<file path="src/hdl/pss_pkg.sv">
// package: constants and types of the program sequencer
package pss_pkg;

    // program counter, instruction and stack geometry
    localparam int          PC_W_SMALL  = 10;
    localparam int          PC_W_LARGE  = 11;
    localparam int          PCL_W       = 8;
    localparam int          INSTR_W     = 14;
    localparam int          STACK_DEPTH = 4;

    // reset vector and register map
    localparam logic [10:0] RESET_VEC   = 11'h000;
    localparam logic [7:0]  PCL_OFS     = 8'h00;
    localparam logic [7:0]  RD_ZERO     = 8'h00;

    // instruction phases, one-hot
    typedef enum logic [3:0] {
        PH_T1 = 4'b0001,
        PH_T2 = 4'b0010,
        PH_T3 = 4'b0100,
        PH_T4 = 4'b1000
    } pss_phase_e;

    // program-flow class of the executing instruction
    typedef enum logic [4:0] {
        OP_SEQ  = 5'b00001,
        OP_JUMP = 5'b00010,
        OP_CALL = 5'b00100,
        OP_RET  = 5'b01000,
        OP_SKIP = 5'b10000
    } pss_op_e;

    // flow request from decode, valid in the last phase
    typedef struct packed {
        pss_op_e     op;
        logic [10:0] target;
    } pss_flow_s;

    // software register port
    typedef struct packed {
        logic [7:0] addr;
        logic [7:0] wdata;
        logic       wr;
        logic       rd;
    } pss_reg_req_s;

endpackage : pss_pkg

</file>
<file path="src/hdl/pss_ret_stack.sv">
// file: hardware return-address stack, circular, overwrites oldest
`timescale 1ns/100ps
module pss_ret_stack #(
    parameter int DEPTH = pss_pkg::STACK_DEPTH,
    parameter int W     = pss_pkg::PC_W_SMALL
) (
    // clock and reset
    input  wire logic         ref_clk_i,
    input  wire logic         sys_rst_i,
    // stack operations
    input  wire logic         push_i,
    input  wire logic         pop_i,
    input  wire logic [W-1:0] push_data_i,
    output logic      [W-1:0] top_o,
    output logic              full_o
);
    localparam int AW = (DEPTH > 1) ? $clog2(DEPTH) : 1;

    typedef struct packed {
        logic [AW-1:0] wptr;
        logic [AW:0]   count;
    } pss_stk_s;

    pss_stk_s     st;
    pss_stk_s     next_st;
    logic [W-1:0] mem [DEPTH];
    logic [AW-1:0] rptr;

    // pointer step with wrap at the depth
    function automatic logic [AW-1:0] pss_step(input logic [AW-1:0] p, input logic up);
        logic [AW-1:0] r;
        r = p;
        if (up) begin
            r = (p == AW'(DEPTH - 1)) ? '0 : p + 1'b1;
        end else begin
            r = (p == '0) ? AW'(DEPTH - 1) : p - 1'b1;
        end
        return r;
    endfunction : pss_step

    assign rptr   = pss_step(st.wptr, 1'b0);
    assign top_o  = mem[rptr];
    assign full_o = (st.count == (AW + 1)'(DEPTH));

    // push saturates the count: a full push overwrites the oldest slot
    always_comb begin
        next_st = st;
        if (push_i) begin
            next_st.wptr = pss_step(st.wptr, 1'b1);
            if (!full_o) begin
                next_st.count = st.count + 1'b1;
            end
        end else if (pop_i && (st.count != '0)) begin
            next_st.wptr  = rptr;
            next_st.count = st.count - 1'b1;
        end
    end

    // reset empties the stack by pointer and count only
    always_ff @(posedge ref_clk_i or posedge sys_rst_i) begin
        if (sys_rst_i) begin
            st <= '0;
        end else begin
            st <= next_st;
        end
    end

    // storage has no reset; never visible to software
    always_ff @(posedge ref_clk_i) begin
        if (push_i) begin
            mem[st.wptr] <= push_data_i;
        end
    end

endmodule : pss_ret_stack

</file>
<file path="src/hdl/pss_sequencer.sv">
// file: program sequencer with phase generator, counter and stack control
//
// Local design decisions: the plain strobed port and the register offsets.
`timescale 1ns/100ps
module pss_sequencer #(
    parameter int PC_W        = pss_pkg::PC_W_SMALL,
    parameter int STACK_DEPTH = pss_pkg::STACK_DEPTH,
    parameter int INSTR_W     = pss_pkg::INSTR_W
) (
    // clock and reset
    input  wire logic               ref_clk_i,
    input  wire logic               sys_rst_i,
    // program memory
    output logic      [PC_W-1:0]    prog_addr_o,
    output logic                    prog_rd_o,
    input  wire logic [INSTR_W-1:0] instr_i,
    // decode and execute
    output logic      [3:0]         phase_o,
    output logic      [INSTR_W-1:0] exec_instr_o,
    output logic                    exec_valid_o,
    input  wire pss_pkg::pss_flow_s flow_i,
    // interrupt controller
    input  wire logic               int_req_i,
    input  wire logic [10:0]        int_vector_i,
    output logic                    int_ack_o,
    output logic                    int_pend_o,
    // software register port
    input  wire logic [7:0]         reg_addr_i,
    input  wire logic [7:0]         reg_wdata_i,
    input  wire logic               reg_wr_i,
    input  wire logic               reg_rd_i,
    output logic      [7:0]         reg_rdata_o
);

    typedef struct packed {
        pss_pkg::pss_phase_e phase;
        logic [PC_W-1:0]     pc;
        logic [INSTR_W-1:0]  instr;
        logic                valid;
        logic                int_flag;
        logic                pcl_pend;
        logic [7:0]          pcl_data;
        logic [7:0]          rdata;
        logic                ack;
    } pss_seq_s;

    pss_seq_s         st;
    pss_seq_s         next_st;

    // boundary decisions
    logic             boundary;
    logic             redirect;
    logic             push;
    logic             pop;
    logic             ack;
    logic             pcl_hit;
    logic [PC_W-1:0]  next_pc;
    logic [PC_W-1:0]  top;
    logic             full;

    // return stack; its pointer and contents have no software path
    pss_ret_stack #(
        .DEPTH       (STACK_DEPTH),
        .W           (PC_W)
    ) u_stack (
        .ref_clk_i   (ref_clk_i),
        .sys_rst_i   (sys_rst_i),
        .push_i      (push),
        .pop_i       (pop),
        .push_data_i (st.pc),
        .top_o       (top),
        .full_o      (full)
    );

    // the last phase closes the instruction cycle
    assign boundary = (st.phase == pss_pkg::PH_T4);
    assign pcl_hit  = reg_wr_i && (reg_addr_i == pss_pkg::PCL_OFS);

    // flow decision taken once per instruction cycle
    always_comb begin
        redirect = 1'b0;
        push     = 1'b0;
        pop      = 1'b0;
        ack      = 1'b0;
        next_pc  = st.pc + 1'b1;
        if (boundary && st.valid) begin
            unique case (flow_i.op)
                pss_pkg::OP_JUMP: begin
                    next_pc  = flow_i.target[PC_W-1:0];
                    redirect = 1'b1;
                end
                pss_pkg::OP_CALL: begin
                    next_pc  = flow_i.target[PC_W-1:0];
                    redirect = 1'b1;
                    push     = 1'b1;
                end
                pss_pkg::OP_RET: begin
                    next_pc  = top;
                    redirect = 1'b1;
                    pop      = 1'b1;
                end
                pss_pkg::OP_SKIP: begin
                    redirect = 1'b1;
                end
                default: begin
                end
            endcase
        end
        // low byte write: jump inside the current page only
        if (boundary && !redirect && st.pcl_pend) begin
            next_pc  = {st.pc[PC_W-1:pss_pkg::PCL_W], st.pcl_data};
            redirect = 1'b1;
        end
        // a full stack holds the request back until a return frees a slot
        if (boundary && !redirect && st.int_flag && !full) begin
            next_pc  = int_vector_i[PC_W-1:0];
            redirect = 1'b1;
            push     = 1'b1;
            ack      = 1'b1;
        end
    end

    // next state of the whole sequencer
    always_comb begin
        next_st       = st;
        next_st.ack   = ack;
        next_st.rdata = pss_pkg::RD_ZERO;
        unique case (st.phase)
            pss_pkg::PH_T1: next_st.phase = pss_pkg::PH_T2;
            pss_pkg::PH_T2: next_st.phase = pss_pkg::PH_T3;
            pss_pkg::PH_T3: next_st.phase = pss_pkg::PH_T4;
            pss_pkg::PH_T4: next_st.phase = pss_pkg::PH_T1;
            default:        next_st.phase = pss_pkg::PH_T1;
        endcase
        if (boundary) begin
            // counter moves as the next first phase starts
            next_st.pc       = next_pc;
            // fetched word becomes the executing one, or a dummy slot
            next_st.instr    = instr_i;
            next_st.valid    = !redirect;
            next_st.pcl_pend = 1'b0;
        end
        // a write in the boundary cycle itself is kept for the next one
        if (pcl_hit) begin
            next_st.pcl_pend = 1'b1;
            next_st.pcl_data = reg_wdata_i;
        end
        // request recorded even while acknowledge is withheld; set wins
        next_st.int_flag = int_req_i || (st.int_flag && !ack);
        if (reg_rd_i && (reg_addr_i == pss_pkg::PCL_OFS)) begin
            next_st.rdata = st.pc[pss_pkg::PCL_W-1:0];
        end
    end

    // state register; reset starts at the vector with an idle slot
    always_ff @(posedge ref_clk_i or posedge sys_rst_i) begin
        if (sys_rst_i) begin
            st          <= '0;
            st.phase    <= pss_pkg::PH_T1;
            st.pc       <= pss_pkg::RESET_VEC[PC_W-1:0];
        end else begin
            st <= next_st;
        end
    end

    // outputs
    assign prog_addr_o  = st.pc;
    assign prog_rd_o    = (st.phase == pss_pkg::PH_T1);
    assign phase_o      = st.phase;
    assign exec_instr_o = st.instr;
    assign exec_valid_o = st.valid;
    assign int_ack_o    = st.ack;
    assign int_pend_o   = st.int_flag;
    assign reg_rdata_o  = st.rdata;

    logic bnd_seq;
    assign bnd_seq = boundary && st.valid && (flow_i.op == pss_pkg::OP_SEQ);
endmodule : pss_sequencer

</file>
<file path="config.mk">
export PLATFORM = sky130hd
export DESIGN_NAME = pss_sequencer
export DESIGN_NICKNAME = d
export VERILOG_FILES = /design/src/hdl/pss_pkg.sv /design/src/hdl/pss_ret_stack.sv /design/src/hdl/pss_sequencer.sv
export SDC_FILE = /design/constraint.sdc
export NUM_CORES = 1
export LEC_CHECK = 0
export BUFFER_PORTS_ARGS = -buffer_cell sky130_fd_sc_hd__buf_2
export CAP_MARGIN = 10
export CORE_ASPECT_RATIO = 0.8
export CORE_MARGIN = 4
export CORE_UTILIZATION = 40
export DETAILED_ROUTE_END_ITERATION = 6
export GPL_TIMING_DRIVEN = 0
export HOLD_SLACK_MARGIN = 0.08
export PLACE_DENSITY = 0.73
export SYNTH_ARGS = -nofsm -noshare
export SYNTH_HDL_FRONTEND = slang
export SYNTH_SLANG_ARGS = --single-unit
</file>
<file path="constraint.sdc">
create_clock -name ref_clk_i -period 4.9 [get_ports ref_clk_i]
set_input_delay 1.47 -clock ref_clk_i [delete_from_list [all_inputs] [get_ports ref_clk_i]]
set_output_delay 1.47 -clock ref_clk_i [all_outputs]
set_load 0.01 [all_outputs]
</file>
==> out/results.ini, run 1 <==
[setup_path]
crit_buf_inv=2
cp_max_fo=10
slowest_stage=or4b_4
cp_top_family=simple AND/OR/NAND/NOR gates
worstPathCellList=buf_2, or4b_4, o211ai_1, a21o_2, a21oi_2, buf_2, xnor2_1, ha_1, nor4b_1, o21bai_1, o211ai_1
critical_path_class=input pin to flop
max_stage_delay_ns=0.58
startpoint_type=input pin
arrival_ns=3.68
endpoint_kind=flop
required_ns=5.15

[die]
die_y_um=103.0
rows=34
die_width_um=126.7
io_pins=102
start_util_pct=41.25
core-area_um2=10930
dieArea_um2=13050

[timing]
skew_ns=0.006553
slew_headroom_pct=24.60
finalSetupTns_ns=0
max_freq_mhz=291.9
worstMarginPinSlew_ns=1.122
slew_violations=0
period_minus_slack_ns=3.426
final-setup-viol-count=0
worst_slack_ns=1.474
rsz0062_at_grt=false
post-route-period-util_pct=69.91
finalHoldViolCount=0

[power_and_ir_drop]
peakVddDrop_uv=259.2
power_density_nw_per_um2=507.3
p_leak_nw=2.448

[job]
cap_violations=0

[clocking]
cts_setup_buffers=0
cts_root_buffer=clkbuf_16
clkTransAtPathRegs_ns=0.06
cts_tree=yes
insertion_delay_ns=0.34
cts_hold_buf=0
numCtsBuffers=9
cts_sinks=93
h-tree-depth=3
cts_resized=0
cts.path.max_buffers=2

[cells_and_area]
mostFrequentLayoutCells=buf_2 (104), nand2_1 (60), dfrtp_1 (52), edfxtp_1 (40), buf_4 (38)
diodes=0
fillers=966
drive_above_1_share_pct=38.31
mostFrequentLayoutCell=buf_2
nNetsFinal=559
syn2layout_area_growth_pct=22.45

[drt]
totalWireLength_um=10630
vias=3307
drc=0
wl_per_cell_um=16.61
drt-pass1-iter-count=4
ant_nets=0
drt_iter0_drc=255
via_per_inst=5.167

[synthesis]
syn_area_per_cell_um2=11.87
synth_area_leader_cell=dfrtp_1
synth_fp_nets=448
synth-edff-count=40
synth_top_flop_cell=dfrtp_1
ys_seq_elements=93
yosysSeqAreaShare_pct=56.08
synthDistinctLibCells=54
synth_area_um2=4509
yosysTopAreaCellShare_pct=28.86
async_reset_ff_share_pct=56.99
ys_top_cells_by_area=dfrtp_1 (29%), edfxtp_1 (27%), buf_4 (6.3%)
synth_cells=380
synth_warnings=0

[placed_design]
hpwl_um=7888
io_buffers=99
gpl.final_weighted_congestion=0.7789
place_ws_ns=1.155

[global_route]
grt_usage_pct=16.64
grt_overflow=0
grt_max_degree=41
antenna_found_initial=0
grt_pass1_vias=3346
grt_first_pass_wirelength_um=16960

[run_status]
outcome=completed

[hold_path]
hold_class=flop to flop

==> flip-flops by register name, indices dropped and copies added, names as in the netlist <==
name	count
reg_rdata_o	8
int_pend_o	1
exec_valid_o	1
phase_o	4
u_stack.mem	40
st	9
u_stack.st	5
prog_addr_o	10
exec_instr_o	14
int_ack_o	1
==> per-stage QoR <==
stage / hold WS [ns] / total power, W / util (%) / std cells / cell area (um^2)
after global routing: 0.4963 / 0.002966 / 50.50 / 640 / 5522
after global placement: 0.4595 / 0.002049 / 47.43 / 623 / 5185
final: 0.4775 / 0.002801 / 50.50 / 640 / 5522
after CTS: 0.4790 / 0.002828 / 50.50 / 640 / 5522
after floorplan: 0.4469 / 0.001816 / - / 380 / 4509
after detailed placement: 0.4633 / 0.002091 / 47.61 / 624 / 5205
==> cells by family (layout without fill, tap and decap cells) <==
family,count (synthesis),count (layout),synth area share [%]
simple gates,122,122,14.15
compound gates,71,71,10.63
fa+ha+maj,6,6,1.665
mux,19,19,7.214
buf+inv,58,174,8.130
flops,93,93,56.08
xor+xnor,11,11,2.137
==> layer usage <==
layer | wire [um] | up-vias | share of wire [%] | global-route usage, %
li1 | - | 1569 | - | -
met1 | 4632 | 1608 | 44 | 22.37
met2 | 5124 | 118 | 48 | 26.71
met3 | 771 | 12 | 7.3 | 4.713
met4 | 101 | 0 | 0.95 | 4.782
met5 | 0 | - | 0 | 0
==> report_power, final <==
part | switching, W | internal [W]
Clock | 0.000283 | 0.000446
Combinational | 0.000371 | 0.000437
Sequential | 0.000202 | 0.00106
==> worst register-to-register path: stages, from the launching register on <==
cell and delay (ns):
dfrtp_1 0.36, buf_4 0.16, or3b_2 0.21, nand3_1 0.32, a21o_2 0.34, a21oi_2 0.24, buf_2 0.26, and2_1 0.54
==> cells in the mapped netlist, types with 3 or more instances <==
library cell,count
dfrtp_1,52
nand3_1,7
edfxtp_1,40
mux2_2,8
buf_2,5
a32oi_1,3
a21oi_1,22
nor4b_1,6
nand4_1,3
buf_4,38
xnor2_1,9
nor2_1,13
and2_1,13
o22ai_1,9
nand2_1,60
o211ai_1,3
inv_1,8
a22o_1,6
o21ai_0,3
clkbuf_1,7
a31oi_1,3
a22oi_1,7
mux4_2,10
nor3_1,3
ha_1,6
==> final cells by class <==
class	instances	area, um^2	area share (%)
sequential	93	2529	45.80
buffer	50	336.6	6.096
clock buffer	10	229.0	4.147
timing repair buffer	100	515.5	9.336
multi-input combinational	229	1614	29.23
clock inverter	6	87.58	1.586
inverter	8	30.03	0.5438
tap	144	180.2	3.263
==> worst paths after layout <==
kind	startpoint	end	slack, ns	cells past startpoint
worst max register to register	u_stack.st[2]	u_stack.mem[3][8]	2.12	7
worst max-delay path	flow_i[15]	u_stack.st[2]	1.47	11
worst min-delay path	exec_instr_o[8]	exec_instr_o[8]	0.48	2
min in group asynchronous	sys_rst_i	reg_rdata_o[2]	1.08	2
worst min register to register	exec_instr_o[8]	exec_instr_o[8]	0.48	2
max in group asynchronous	sys_rst_i	phase_o[0]	3.25	3
Note: power is estimated with default switching activity, not from simulation.
==> run 2: changes to the inputs <==
PLACE_DENSITY = 0.75   (was 0.73)
clock period = 3.1 ns   (was 4.9 ns; I/O delays follow)
==> run 2 against run 1 <==
Effect of this change: count of clock-buffer cells in the layout increased by 1; routed wire length decreased by 1.3%; worst setup slack got worse by 1.3 ns; critical path type unchanged; critical endpoint unchanged; largest cell class unchanged.
==> out/results.ini, run 2 (synthesis results as in run 1) <==
[run_status]
outcome=completed

[cells_and_area]
drive_above_1_share_pct=38.31  ; unchanged
nNetsFinal=559  ; unchanged
mostFrequentLayoutCell=buf_2
mostFrequentLayoutCells=buf_2 (104), nand2_1 (60), dfrtp_1 (52), edfxtp_1 (40), buf_4 (38)
final-seq-area_um2=2529  ; unchanged
diodes=0  ; unchanged
largest_register_ffs=40  ; unchanged
multiInputGateArea_um2=1622  ; +0.47%
syn2layout_area_growth_pct=22.31
largest-register=u_stack.mem
fillers=949  ; -1.8%
utilization_pct=50.45  ; -0.057 points

[setup_path]
cp_max_fo=10  ; unchanged
arrival_ns=3.14  ; -0.54 ns
slowest_stage=or4b_4
startpoint_type=input pin
endpoint_kind=flop
worstPathCellList=buf_2, or4b_4, o211ai_1, a21o_2, a21oi_2, buf_2, xnor2_1, ha_1, nor4b_1, o21bai_1, o211ai_1
max_stage_delay_ns=0.58  ; about the same
required_ns=3.35  ; -1.80 ns
critical_path_class=input pin to flop

[clocking]
cts_hold_buf=0  ; unchanged
cts_tree=yes
cts.path.max_buffers=2  ; unchanged
clkTransAtPathRegs_ns=0.07  ; about the same
cts_root_buffer=clkbuf_16
insertion_delay_ns=0.34  ; about the same
numCtsBuffers=9  ; unchanged
cts_sinks=93  ; unchanged
h-tree-depth=3  ; unchanged

[placed_design]
gpl.final_weighted_congestion=0.7888  ; +1.3%
hpwl_um=7866  ; -0.27%
io_buffers=99  ; unchanged

[timing]
post-route-period-util_pct=93.18
max_freq_mhz=346.2
skew_ns=0.007338  ; +0.0007846 ns
worstMarginPinSlew_ns=1.095  ; -0.02640 ns
hold_ws_ns=0.4766  ; -0.0009390 ns
finalHoldViolCount=0  ; unchanged
rsz0062_at_grt=false
final-setup-viol-count=0  ; unchanged
slew_headroom_pct=26.37  ; +1.8 points
slew_violations=0  ; unchanged
period_minus_slack_ns=2.888

[global_route]
grt_first_pass_wirelength_um=16660  ; -1.8%
grt_max_degree=40  ; -2.4%
gr-usage-met1_pct=22.19  ; -0.18 points
top_usage_layer=met2
met2_usage_pct=26.30  ; -0.41 points
grt_pass1_vias=3316  ; -0.90%
grt.met3_usage_pct=4.557  ; -0.16 points
grt_usage_pct=16.25  ; -0.39 points
grt_overflow=0  ; unchanged
antenna_found_initial=0  ; unchanged

[drt]
drt-pass1-iter-count=4  ; unchanged
vias=3305  ; -0.060%
drc=0  ; unchanged
via_per_inst=5.164  ; about the same
wl_per_cell_um=16.39  ; -1.3%
totalWireLength_um=10490  ; -1.3%
drt_iter0_drc=233  ; -8.6%
ant_nets=0  ; unchanged

[power_and_ir_drop]
p_sw_w=0.001371  ; +60%
peakVddDrop_uv=337.3  ; +30%
p_comb_share_pct=29.3  ; +0.4 points
pwr-share-seq_pct=45.5  ; +0.4 points
power_frac_clock_pct=25.2  ; -0.8 points
swShare_pct=31.22  ; +0.65 points
p_leak_nw=2.456  ; +0.34%
power_density_nw_per_um2=796.4  ; +57%
power.internal_w=0.003021  ; +55%

[die]
io_pins=102  ; unchanged
die_width_um=126.7  ; unchanged
die_y_um=103.0  ; unchanged
core-area_um2=10930  ; unchanged
rows=34  ; unchanged
dieArea_um2=13050  ; unchanged
start_util_pct=41.25  ; unchanged

[hold_path]
hold_class=flop to flop

[job]
cap_violations=0  ; unchanged

==> run 2: area by class of cell <==
type | instances | share of cell area, %
sequential | 93 | 45.85
multi-input combinational | 229 | 29.40
timing repair buffer | 100 | 9.347
buffer | 50 | 6.103
clock buffer | 11 | 4.401
tap | 144 | 3.267
clock inverter | 5 | 1.089
inverter | 8 | 0.5445
==> run 2: critical path, delay by kind of cell <==
kind	cells	cell delay, ns
buffers and inverters	2	0.32
and+or+nand+nor	2	0.87
xor gates and xnor gates	1	0.14
AOI/OAI and AO/OA	5	0.66
adders and majority gates	1	0.22
==> run 2: power groups by stage <==
stage          Sequential [W]  Clock (W)  Combinational, W
6_report              0.00200    0.00111           0.00129
5_1_grt               0.00205    0.00119           0.00141
3_5_place_dp          0.00202          0           0.00129
2_1_floorplan         0.00190          0          0.000973
4_1_cts               0.00200    0.00113           0.00130
3_3_place_gp          0.00199          0           0.00125
==> run 2: worst paths after layout <==
check	from	end	slack (ns)	cells past startpoint
worst min register to register	exec_instr_o[2]	exec_instr_o[2]	0.48	2
worst max-delay path	flow_i[15]	u_stack.st[2]	0.21	11
worst max register to register	u_stack.st[2]	u_stack.mem[2][6]	0.39	7
max in group asynchronous	sys_rst_i	phase_o[0]	1.95	3
worst min-delay path	exec_instr_o[2]	exec_instr_o[2]	0.48	2
min in group asynchronous	sys_rst_i	exec_instr_o[7]	0.56	2
==> run 2: per-stage QoR <==
step	total power, W	cell area, um^2	TNS [ns]	setup slack (ns)	std cells
final	0.004392	5515	0	0.2116	640
after detailed placement	0.003316	5205	-5.150	-0.1426	624
after global routing	0.004650	5515	0	0.03042	640
after global placement	0.003231	5185	-2.730	-0.08200	623
after floorplan	0.002871	4509	0	0.2308	380
after CTS	0.004425	5508	0	0.2014	640
==> run 2: what timing repair did <==
action / 4_1_cts / 5_1_grt
buffers inserted: 0 / 0
endpoints found under the setup margin: 0 / 1
gates resized for setup: 0 / 1
==> run 2: routing by layer <==
| layer | wire length [um] | part of all wire [%] |
|---|---|---|
| met5 | 0 | 0 |
| met2 | 5024 | 48 |
| met3 | 816 | 7.8 |
| met1 | 4617 | 44 |
| met4 | 33 | 0.31 |
